**src/pkg/throttle_pkg.sv**
```systemverilog
/*
  Shared constants and types of the memory hub throttling weights block:
  register offsets inside the hub register window, field positions,
  reset values, filter sizing and the command and rank-state carriers.
  Assumes nothing beyond a SystemVerilog compiler.
*/
package throttle_pkg;

  ////////////////////////////////////////////////////////////////////////////
  // register window
  localparam int unsigned ADDR_W = 16;
  localparam logic [ADDR_W-1:0] OFS_HUB_EVENT_WEIGHTS   = 16'h1270;
  localparam logic [ADDR_W-1:0] OFS_HUB_THROTTLE_CTRL   = 16'h1274;
  localparam logic [ADDR_W-1:0] OFS_RANK_PASSIVE_WEIGHT = 16'h1278;
  localparam logic [ADDR_W-1:0] OFS_RANK_ACTIVE_WEIGHT  = 16'h1280;

  localparam logic [31:0] RST_HUB_EVENT_WEIGHTS   = 32'h0000_0000;
  localparam logic [31:0] RST_HUB_THROTTLE_CTRL   = 32'h0000_0000;
  localparam logic [63:0] RST_RANK_PASSIVE_WEIGHT = 64'h0000_0000_0000_0000;
  localparam logic [63:0] RST_RANK_ACTIVE_WEIGHT  = 64'h0000_0000_0000_0000;

  // writable bits; everything else reads as zero
  localparam logic [31:0] WMASK_HUB_EVENT_WEIGHTS   = 32'hFFFF_FFFF;
  localparam logic [31:0] WMASK_HUB_THROTTLE_CTRL   = 32'h0030_FFFF;
  localparam logic [63:0] WMASK_RANK_PASSIVE_WEIGHT = 64'h0000_FFFF_FFFF_FFFF;
  localparam logic [63:0] WMASK_RANK_ACTIVE_WEIGHT  = 64'h0000_FFFF_FFFF_FFFF;

  ////////////////////////////////////////////////////////////////////////////
  // field positions, every weight is 8 bits wide
  localparam int unsigned WEIGHT_W = 8;

  localparam int unsigned HUB_READ_LSB  = 24;
  localparam int unsigned HUB_WRITE_LSB = 16;
  localparam int unsigned HUB_CMD_LSB   = 8;
  localparam int unsigned HUB_IDLE_LSB  = 0;

  localparam int unsigned CTRL_BW_ENABLE_BIT   = 21;
  localparam int unsigned CTRL_TRIP_ENABLE_BIT = 20;
  localparam int unsigned CTRL_BW_THRESH_LSB   = 8;
  localparam int unsigned CTRL_TH_THRESH_LSB   = 0;

  localparam int unsigned PAS_ODT_LSB          = 40;
  localparam int unsigned PAS_OPEN_ACTIVE_LSB  = 32;
  localparam int unsigned PAS_PRE_ACTIVE_LSB   = 24;
  localparam int unsigned PAS_OPEN_PDOWN_LSB   = 16;
  localparam int unsigned PAS_PRE_PDOWN_LSB    = 8;
  localparam int unsigned PAS_SELF_REFRESH_LSB = 0;

  localparam int unsigned ACT_READ_AP_LSB  = 56;
  localparam int unsigned ACT_WRITE_AP_LSB = 48;
  localparam int unsigned ACT_READ_LSB     = 40;
  localparam int unsigned ACT_WRITE_LSB    = 32;
  localparam int unsigned ACT_PRE_ALL_LSB  = 24;
  localparam int unsigned ACT_PRE_LSB      = 16;
  localparam int unsigned ACT_ACTIVATE_LSB = 8;
  localparam int unsigned ACT_REFRESH_LSB  = 0;

  ////////////////////////////////////////////////////////////////////////////
  // ranks and averaging filters
  localparam int unsigned RANKS = 4;
  // rank input: passive + command + termination, three 8-bit terms
  localparam int unsigned SUM_W = WEIGHT_W + 2;
  // average window is 2**FILTER_SHIFT clocks (exponential form)
  localparam int unsigned FILTER_SHIFT = 4;

  ////////////////////////////////////////////////////////////////////////////
  // carriers
  typedef enum logic [3:0] {
    CMD_OTHER     = 4'h0,
    CMD_READ      = 4'h1,
    CMD_WRITE     = 4'h2,
    CMD_READ_AP   = 4'h3,
    CMD_WRITE_AP  = 4'h4,
    CMD_PRE_ALL   = 4'h5,
    CMD_PRECHARGE = 4'h6,
    CMD_ACTIVATE  = 4'h7,
    CMD_REFRESH   = 4'h8
  } cmd_kind_type;

  typedef struct packed {
    logic             valid;
    logic [RANKS-1:0] chip_select_n;
    cmd_kind_type     kind;
  } dram_cmd_type;

  typedef struct packed {
    logic odt;
    logic open_page;
    logic powerdown;
    logic self_refresh;
  } rank_state_type;

  typedef struct packed {
    logic              write;
    logic              read;
    logic [ADDR_W-1:0] addr;
    logic [63:0]       wdata;
  } reg_req_type;

endpackage

```
**src/hw/average_filter.sv**
```systemverilog
/*
  One running-average filter of weighted activity.
  Assumes one input sample per clock; output is the average in input units.
*/
`timescale 1ns/100ps
`default_nettype none
module average_filter (
  // clock and reset
  input  wire logic                            i_clk,
  input  wire logic                            i_reset_n,
  // sample in, average out
  input  wire logic [throttle_pkg::SUM_W-1:0]  i_sample,
  output logic      [throttle_pkg::SUM_W-1:0]  o_average
);

  import throttle_pkg::*;

  localparam int unsigned ACC_W = SUM_W + FILTER_SHIFT;

  logic [ACC_W-1:0] acc;
  logic [ACC_W-1:0] next_acc;

  // acc holds average scaled by the window; no divider, never overflows
  always_comb begin
    next_acc = acc - (acc >> FILTER_SHIFT) + ACC_W'(i_sample);
  end

  always_ff @(posedge i_clk or negedge i_reset_n) begin
    if (!i_reset_n) begin
      acc <= '0;
    end else begin
      acc <= next_acc;
    end
  end

  assign o_average = acc[ACC_W-1:FILTER_SHIFT];

endmodule
`default_nettype wire

```
**src/hw/rank_weight.sv**
```systemverilog
/*
  Per-rank weight selection: passive state weight, plus the command weight
  when chip select is asserted, plus the termination weight when termination is asserted.
  Assumes one-hot rank power states as reported by the command scheduler.
*/
`timescale 1ns/100ps
`default_nettype none
module rank_weight (
  // weight registers
  input  wire logic [63:0]                     i_passive,
  input  wire logic [63:0]                     i_active,
  // rank condition this clock
  input  wire throttle_pkg::rank_state_type    i_state,
  input  wire logic                            i_selected,
  input  wire throttle_pkg::cmd_kind_type      i_kind,
  // filter input
  output logic      [throttle_pkg::SUM_W-1:0]  o_sum
);

  import throttle_pkg::*;

  logic [WEIGHT_W-1:0] passive_w;
  logic [WEIGHT_W-1:0] command_w;
  logic [WEIGHT_W-1:0] odt_w;

  always_comb begin
    if (i_state.self_refresh) begin
      passive_w = i_passive[PAS_SELF_REFRESH_LSB +: WEIGHT_W];
    end else if (i_state.powerdown) begin
      if (i_state.open_page) begin
        passive_w = i_passive[PAS_OPEN_PDOWN_LSB +: WEIGHT_W];
      end else begin
        passive_w = i_passive[PAS_PRE_PDOWN_LSB +: WEIGHT_W];
      end
    end else if (i_state.open_page) begin
      passive_w = i_passive[PAS_OPEN_ACTIVE_LSB +: WEIGHT_W];
    end else begin
      passive_w = i_passive[PAS_PRE_ACTIVE_LSB +: WEIGHT_W];
    end
  end

  // commands with no weight of their own (mode register etc.) add nothing
  always_comb begin
    command_w = '0;
    if (i_selected) begin
      unique case (i_kind)
        CMD_READ:      command_w = i_active[ACT_READ_LSB +: WEIGHT_W];
        CMD_WRITE:     command_w = i_active[ACT_WRITE_LSB +: WEIGHT_W];
        CMD_READ_AP:   command_w = i_active[ACT_READ_AP_LSB +: WEIGHT_W];
        CMD_WRITE_AP:  command_w = i_active[ACT_WRITE_AP_LSB +: WEIGHT_W];
        CMD_PRE_ALL:   command_w = i_active[ACT_PRE_ALL_LSB +: WEIGHT_W];
        CMD_PRECHARGE: command_w = i_active[ACT_PRE_LSB +: WEIGHT_W];
        CMD_ACTIVATE:  command_w = i_active[ACT_ACTIVATE_LSB +: WEIGHT_W];
        CMD_REFRESH:   command_w = i_active[ACT_REFRESH_LSB +: WEIGHT_W];
        default:       command_w = '0;
      endcase
    end
  end

  assign odt_w = i_state.odt ? i_passive[PAS_ODT_LSB +: WEIGHT_W] : '0;

  assign o_sum = SUM_W'(passive_w) + SUM_W'(command_w) + SUM_W'(odt_w);

endmodule
`default_nettype wire

```
**src/hw/dram_power_throttle_weights.sv**
```systemverilog
/*
  Memory hub throttling weights: weight and threshold registers, one
  hub-level averaging filter, four per-rank filters and the throttle
  decision that holds off new DDR bus transactions.
  Assumes the register access port, command bus view, rank states, thermal
  trip and throttle lock are all synchronous to i_clk.
*/
// Notes on behaviour
// - bandwidth enable bit 21 arms bandwidth threshold
// - thermal trip with both enabled: thermal threshold
// - trip enable: throttle on trip and average>=threshold
// - trip enable clear: trip starts no throttling
// - bandwidth threshold 15:8, average>=it holds bus
// - thermal threshold 7:0, average>=it holds bus
// - four independent rank filters, own weights only
// - termination asserted adds weight 47:40
// - open page, not powered down: weight 39:32
// - all precharged, not powered down: weight 31:24
// - powered down, pages open: weight 23:16
// - all precharged, powered down: weight 15:8
// - self refresh: weight 7:0
// - chip select adds command weight to passive
// - command weight fields; auto-precharge fields read-only
// - throttle lock blocks weight register writes
// - hub filter: read, write, command, idle weight
// - idle tristated gives zero, reduced drive half
`timescale 1ns/100ps
`default_nettype none
module dram_power_throttle_weights (
  // clock and reset
  input  wire logic                               i_clk,
  input  wire logic                               i_reset_n,
  // register access inside the hub register window
  input  wire throttle_pkg::reg_req_type          i_reg,
  output logic      [63:0]                        o_reg_rdata,
  output logic                                    o_reg_rvalid,
  // lock bit held in the dram throttle control register
  input  wire logic                               i_throttle_lock,
  // command bus as issued this clock
  input  wire throttle_pkg::dram_cmd_type         i_cmd,
  input  wire logic                               i_ca_tristate,
  input  wire logic                               i_ca_reduced_drive,
  // rank conditions this clock
  input  wire throttle_pkg::rank_state_type [3:0] i_rank_state,
  // thermal sensor
  input  wire logic                               i_thermal_trip,
  // throttle result and filter outputs
  output logic                                    o_hold_transactions,
  output logic      [throttle_pkg::SUM_W-1:0]     o_hub_average,
  output logic      [4*throttle_pkg::SUM_W-1:0]   o_rank_average
);

  import throttle_pkg::*;

  ////////////////////////////////////////////////////////////////////////////
  // registers

  logic [31:0] hub_event_weights;
  logic [31:0] hub_throttle_control;
  logic [63:0] rank_passive_event_weights;
  logic [63:0] rank_active_event_weights;

  logic write_ok;

  // a locked write is dropped silently; reads still work
  assign write_ok = i_reg.write && !i_throttle_lock;

  always_ff @(posedge i_clk or negedge i_reset_n) begin
    if (!i_reset_n) begin
      hub_event_weights <= RST_HUB_EVENT_WEIGHTS;
    end else if (write_ok && i_reg.addr == OFS_HUB_EVENT_WEIGHTS) begin
      hub_event_weights <= i_reg.wdata[31:0] & WMASK_HUB_EVENT_WEIGHTS;
    end
  end

  always_ff @(posedge i_clk or negedge i_reset_n) begin
    if (!i_reset_n) begin
      hub_throttle_control <= RST_HUB_THROTTLE_CTRL;
    end else if (write_ok && i_reg.addr == OFS_HUB_THROTTLE_CTRL) begin
      hub_throttle_control <= i_reg.wdata[31:0] & WMASK_HUB_THROTTLE_CTRL;
    end
  end

  always_ff @(posedge i_clk or negedge i_reset_n) begin
    if (!i_reset_n) begin
      rank_passive_event_weights <= RST_RANK_PASSIVE_WEIGHT;
    end else if (write_ok && i_reg.addr == OFS_RANK_PASSIVE_WEIGHT) begin
      rank_passive_event_weights <= i_reg.wdata & WMASK_RANK_PASSIVE_WEIGHT;
    end
  end

  // auto-precharge weights sit outside the write mask and stay zero
  always_ff @(posedge i_clk or negedge i_reset_n) begin
    if (!i_reset_n) begin
      rank_active_event_weights <= RST_RANK_ACTIVE_WEIGHT;
    end else if (write_ok && i_reg.addr == OFS_RANK_ACTIVE_WEIGHT) begin
      rank_active_event_weights <= i_reg.wdata & WMASK_RANK_ACTIVE_WEIGHT;
    end
  end

  ////////////////////////////////////////////////////////////////////////////
  // register read, one clock after the request

  logic [63:0] next_rdata;

  always_comb begin
    unique case (i_reg.addr)
      OFS_HUB_EVENT_WEIGHTS:   next_rdata = {32'h0000_0000, hub_event_weights};
      OFS_HUB_THROTTLE_CTRL:   next_rdata = {32'h0000_0000, hub_throttle_control};
      OFS_RANK_PASSIVE_WEIGHT: next_rdata = rank_passive_event_weights;
      OFS_RANK_ACTIVE_WEIGHT:  next_rdata = rank_active_event_weights;
      default:                 next_rdata = 64'h0000_0000_0000_0000;
    endcase
  end

  always_ff @(posedge i_clk or negedge i_reset_n) begin
    if (!i_reset_n) begin
      o_reg_rdata <= '0;
    end else if (i_reg.read) begin
      o_reg_rdata <= next_rdata;
    end
  end

  always_ff @(posedge i_clk or negedge i_reset_n) begin
    if (!i_reset_n) begin
      o_reg_rvalid <= 1'b0;
    end else begin
      o_reg_rvalid <= i_reg.read;
    end
  end

  ////////////////////////////////////////////////////////////////////////////
  // hub-level filter input

  logic [WEIGHT_W-1:0] idle_w;
  logic [WEIGHT_W-1:0] hub_w;

  always_comb begin
    if (i_ca_tristate) begin
      idle_w = '0;
    end else if (i_ca_reduced_drive) begin
      idle_w = hub_event_weights[HUB_IDLE_LSB +: WEIGHT_W] >> 1;
    end else begin
      idle_w = hub_event_weights[HUB_IDLE_LSB +: WEIGHT_W];
    end
  end

  always_comb begin
    if (!i_cmd.valid) begin
      hub_w = idle_w;
    end else begin
      unique case (i_cmd.kind)
        CMD_READ, CMD_READ_AP:   hub_w = hub_event_weights[HUB_READ_LSB +: WEIGHT_W];
        CMD_WRITE, CMD_WRITE_AP: hub_w = hub_event_weights[HUB_WRITE_LSB +: WEIGHT_W];
        default:                 hub_w = hub_event_weights[HUB_CMD_LSB +: WEIGHT_W];
      endcase
    end
  end

  average_filter hub_filter (
    .i_clk     (i_clk),
    .i_reset_n (i_reset_n),
    .i_sample  (SUM_W'(hub_w)),
    .o_average (o_hub_average)
  );

  ////////////////////////////////////////////////////////////////////////////
  // per-rank filters, each fed only from its own rank's condition

  genvar r;
  generate
    for (r = 0; r < RANKS; r++) begin : g_rank
      logic [SUM_W-1:0] rank_sum;

      rank_weight weight_sel (
        .i_passive  (rank_passive_event_weights),
        .i_active   (rank_active_event_weights),
        .i_state    (i_rank_state[r]),
        .i_selected (i_cmd.valid && !i_cmd.chip_select_n[r]),
        .i_kind     (i_cmd.kind),
        .o_sum      (rank_sum)
      );

      average_filter filter (
        .i_clk     (i_clk),
        .i_reset_n (i_reset_n),
        .i_sample  (rank_sum),
        .o_average (o_rank_average[r*SUM_W +: SUM_W])
      );
    end
  endgenerate

  ////////////////////////////////////////////////////////////////////////////
  // throttle decision

  logic             bw_enable;
  logic             trip_enable;
  logic             use_thermal;
  logic [SUM_W-1:0] bw_threshold;
  logic [SUM_W-1:0] th_threshold;
  logic             next_hold;

  assign bw_enable    = hub_throttle_control[CTRL_BW_ENABLE_BIT];
  assign trip_enable  = hub_throttle_control[CTRL_TRIP_ENABLE_BIT];
  assign bw_threshold = SUM_W'(hub_throttle_control[CTRL_BW_THRESH_LSB +: WEIGHT_W]);
  assign th_threshold = SUM_W'(hub_throttle_control[CTRL_TH_THRESH_LSB +: WEIGHT_W]);

  // a trip only matters when its enable is set
  assign use_thermal = trip_enable && i_thermal_trip;

  always_comb begin
    if (use_thermal) begin
      next_hold = o_hub_average >= th_threshold;
    end else if (bw_enable) begin
      next_hold = o_hub_average >= bw_threshold;
    end else begin
      next_hold = 1'b0;
    end
  end

  // registered so the scheduler sees a clean level; costs one clock of lag
  always_ff @(posedge i_clk or negedge i_reset_n) begin
    if (!i_reset_n) begin
      o_hold_transactions <= 1'b0;
    end else begin
      o_hold_transactions <= next_hold;
    end
  end

endmodule
`default_nettype wire

```
**config.mk**
```make
export PLATFORM = sky130hd
export DESIGN_NAME = dram_power_throttle_weights
export DESIGN_NICKNAME = d
export VERILOG_FILES = /design/src/pkg/throttle_pkg.sv /design/src/hw/average_filter.sv /design/src/hw/rank_weight.sv /design/src/hw/dram_power_throttle_weights.sv
export SDC_FILE = /design/constraint.sdc
export NUM_CORES = 1
export LEC_CHECK = 0
export BUFFER_PORTS_ARGS = -buffer_cell sky130_fd_sc_hd__buf_2
export CORE_ASPECT_RATIO = 0.5
export CORE_MARGIN = 3
export CORE_UTILIZATION = 45
export CTS_BUF_LIST = sky130_fd_sc_hd__clkbuf_16
export DETAILED_ROUTE_END_ITERATION = 8
export GPL_ROUTABILITY_DRIVEN = 1
export PLACE_DENSITY = 0.61
export RECOVER_POWER = 100
export SLEW_MARGIN = 20
export SYNTH_ARGS = -nofsm -noshare
export SYNTH_HDL_FRONTEND = slang
export SYNTH_SLANG_ARGS = --single-unit
```
**constraint.sdc**
```tcl
create_clock -name i_clk -period 7.1 [get_ports i_clk]
set_clock_uncertainty 0.2 [all_clocks]
set_input_delay 0.71 -clock i_clk [delete_from_list [all_inputs] [get_ports i_clk]]
set_output_delay 0.71 -clock i_clk [all_outputs]
set_load 0.005 [all_outputs]
```
==> impl_results.md <==
* WS Path Type: in2reg
* Synth warnings at 0
* Register area share after synthesis at 33.4%
* Pwr per Cell Area at 368 nW/um^2
* Unrepaired setup endpoints after global routing: no
* Post-synth top flop: dfrtp_1
* CP required at 7390 ps
* Commonest non-fill, non-tap cell in the layout: dfrtp_1
* Final wirelength at 56700 microns
* Clock Path Buffers at 3
* Clk pin slew, worst setup/hold paths at 70 ps
* DR iter-0 viols at 1210
* Least-Margin Pin Slew at 5490 ps
* Distinct cells, synth at 72
* Peak Freq at 0.155 GHz
* Final Cycle Share at 90.9%
* Die ar. at 47100 sq um
* Post_cts resized at 0
* DP Wirelength at 42900 microns
* Total power at 8.09 mW
* Crit path from: i_cmd[3]
* Final net count at 2359
* Post-synth EDFFs at 0
* Critical Path End: g_rank[0].filter.acc[11]
* Layout cells sized above 1 at 20.4%
* Design area at 22000 sq um
* Post-route insts no fill at 2634
* Post-CTS Setup Bufs at 0
* Vias per std cell at 5.75
* Status: finished with violations
* Reg2reg start: rank_active_event_weights[0]
* Via count at 15.2k
* Num CTS Buffers at 28
* Mean routed wirelength per cell at 21.5 microns
* Layout overhead on the synthesized area at 10.1%
* Hold buffer count at CTS at 0
* Fill cells at 3980
* DRC Markers at 0
* Initial core utilization at 46.6%
* Leak Pwr at 10.7 nW
* GPL Wtd Cong at 0.977
* Fin. max-slew vios at 288
* IO Pins at 229
* CTS Sinks at 266
* Failing checks: max-capacitance violations, max-slew violations
* Reg2Reg Setup Slack at 750 ps
* CTS tree: built
* Largest net degree at the start of global routing at 156
* Later-pin clock latency in the skew report at 560 ps
* Critical path capture point type: register
* Number of global-route vias before repair at 14.9k
* Post-route minimum period at 6460 ps
* Placed insts at 2579
* Post-DRT Antenna Nets at 0
* Grt met1 use at 33.3%
* Overall routing resource usage at 23.6%
* DR pass1 iterations at 6
* Post-Syn Area at 20000 sq um
* H-tree depth at 1
* First-pass GRT wire length at 87400 microns
* Core ar. at 42800 sq um
* Most frequent cells in the layout: 266 x dfrtp_1, 186 x inv_1, 158 x ha_1, 156 x mux2_2, 152 x buf_2
* Total grt overflow at 0
* Final core utilization at 51.3%
* Initial antenna violation count at 2
* HP Class: in2reg
* Max FO, Critical Path at 7
* Final hold vios at 0
* Die Ht at 155 microns
* Reg-to-Reg End: g_rank[0].filter.acc[11]
* Die width at 304 microns
* Max_cap viols at 6
* Endpoints failing setup at 0
* Global route hottest layer: met2
* Register bit total from synthesis at 266
* Crit path launch type: input port
* Row count at 53
* Setup_tns at 0 ps
* Reg2reg path depth at 24
* Relative slew slack at -266%
* Worst Path Arrival at 6740 ps
* Maximum VDD drop at 0.000285 V
* Port Buffers at 196
* Placed cell areas at 21200 sq um
* GR Util met2 at 36.9%
* Post-Synthesis Mean Instance Area at 10.5 sq um
* CTS root buf: clkbuf_16
* Met3 GRT Util at 4.50%
* Post-Syn Instances at 1899
* Async set-reset flop share out of synthesis at 100%
==> metal layers <==
metal	vias up	share of wire, %
met3	100	5.8
met2	440	45
met1	7556	46
met5	-	0
li1	7058	-
met4	0	3.6
==> report_power, final <==
group | switching, mW | internal, mW | leakage [nW]
clock | 0.682 | 0.968 | 0.495
sequential | 0.235 | 1.81 | 3.55
combinational | 2.44 | 1.96 | 6.66
total | 3.36 | 4.73 | 10.7
==> cell type report <==
class | count | area, sq um | share of cell area [%]
tap | 577 | 722 | 3.29
antenna | 3 | 7.51 | 0.0342
clock buffer | 29 | 726 | 3.30
sequential | 266 | 6660 | 30.3
clock inverter | 23 | 288 | 1.31
inverter | 185 | 694 | 3.16
multi-input combinational | 1328 | 11800 | 53.6
timing repair buffer | 223 | 1100 | 5.02
==> stage by stage <==
| step | hold WS [ps] | worst slack (ps) |
|---|---|---|
| global placement | 263 | 303 |
| floorplan | 214 | 446 |
| finish | 191 | 645 |
| detailed placement | 270 | 248 |
| CTS | 47.7 | 831 |
| global route | 173 | 234 |
==> Yosys cell counts (all sizes together), types with 19 or more instances <==
cell type,number,area share (%)
ha,158,9.9
nand2b,27,0.85
clkbuf,41,0.77
a21oi,89,2.2
a21o,24,0.90
fa,56,5.6
o21ai,64,1.6
nor2,112,2.1
inv,185,3.5
and2,36,1.1
o2bb2ai,32,1.4
mux2i,25,1.3
o21a,23,0.87
mux2,188,11
mux4,32,3.6
and3,19,0.60
a222oi,24,1.2
xor2,26,1.1
nor2b,22,0.69
buf,94,3.3
dfrtp,266,33
nor3,31,0.78
xnor2,65,2.9
nand2,49,0.92
==> how the worst min path moves through the flow <==
stage / cells past startpoint / startpoint / slack, ps / to
floorplan: 0 / i_reset_n / 210 / g_rank[0].filter.acc[0]
global placement: 1 / g_rank[3].filter.acc[0] / 260 / g_rank[3].filter.acc[0]
detailed placement: 1 / o_reg_rdata[21] / 270 / o_reg_rdata[21]
finish: 2 / i_reg[41] / 190 / rank_active_event_weights[41]
global route: 2 / i_reg[25] / 170 / hub_event_weights[25]
CTS: 1 / i_reset_n / 50 / g_rank[2].filter.acc[11]
==> cell families (layout without fill, tap and decap cells) <==
logic type,Yosys count,after routing,synth area share [%]
AOI/OAI and AO/OA,398,398,14.1
xor gates and xnor gates,91,91,3.99
adders and majority gates,214,214,15.5
buffers and inverters,320,460,7.52
DFF,266,266,33.4
muxes,245,245,16.0
other,1,19,0.0188
and+or+nand+nor,364,364,9.46
==> state kept, by name (all words and copies together) (netlist names) <==
register / cells
g_rank.filter.acc: 56
hub_event_weights: 32
hub_filter.acc: 14
hub_throttle_control: 18
o_hold_transactions: 1
o_reg_rdata: 48
o_reg_rvalid: 1
rank_active_event_weights: 48
rank_passive_event_weights: 48
==> critical path, stage by stage <==
cell and delay, ps:
buf_2 130, nor2b_1 140, clkbuf_1 190, a22oi_1 280, o221ai_1 160, a21oi_1 360, clkbuf_1 250, nor2_1 110
ha_1 290, a21o_1 190, a211oi_1 270, nor2_1 120, nor2_1 130, xnor2_1 170, ha_1 310, or3_1 380
a21oi_1 200, a21oi_1 70, xor2_1 180, fa_1 510, inv_1 40, ha_1 320, or2_2 300, o211ai_1 220
or4b_2 630, o211ai_1 100
No activity file was read; power rests on OpenSTA's default activity.
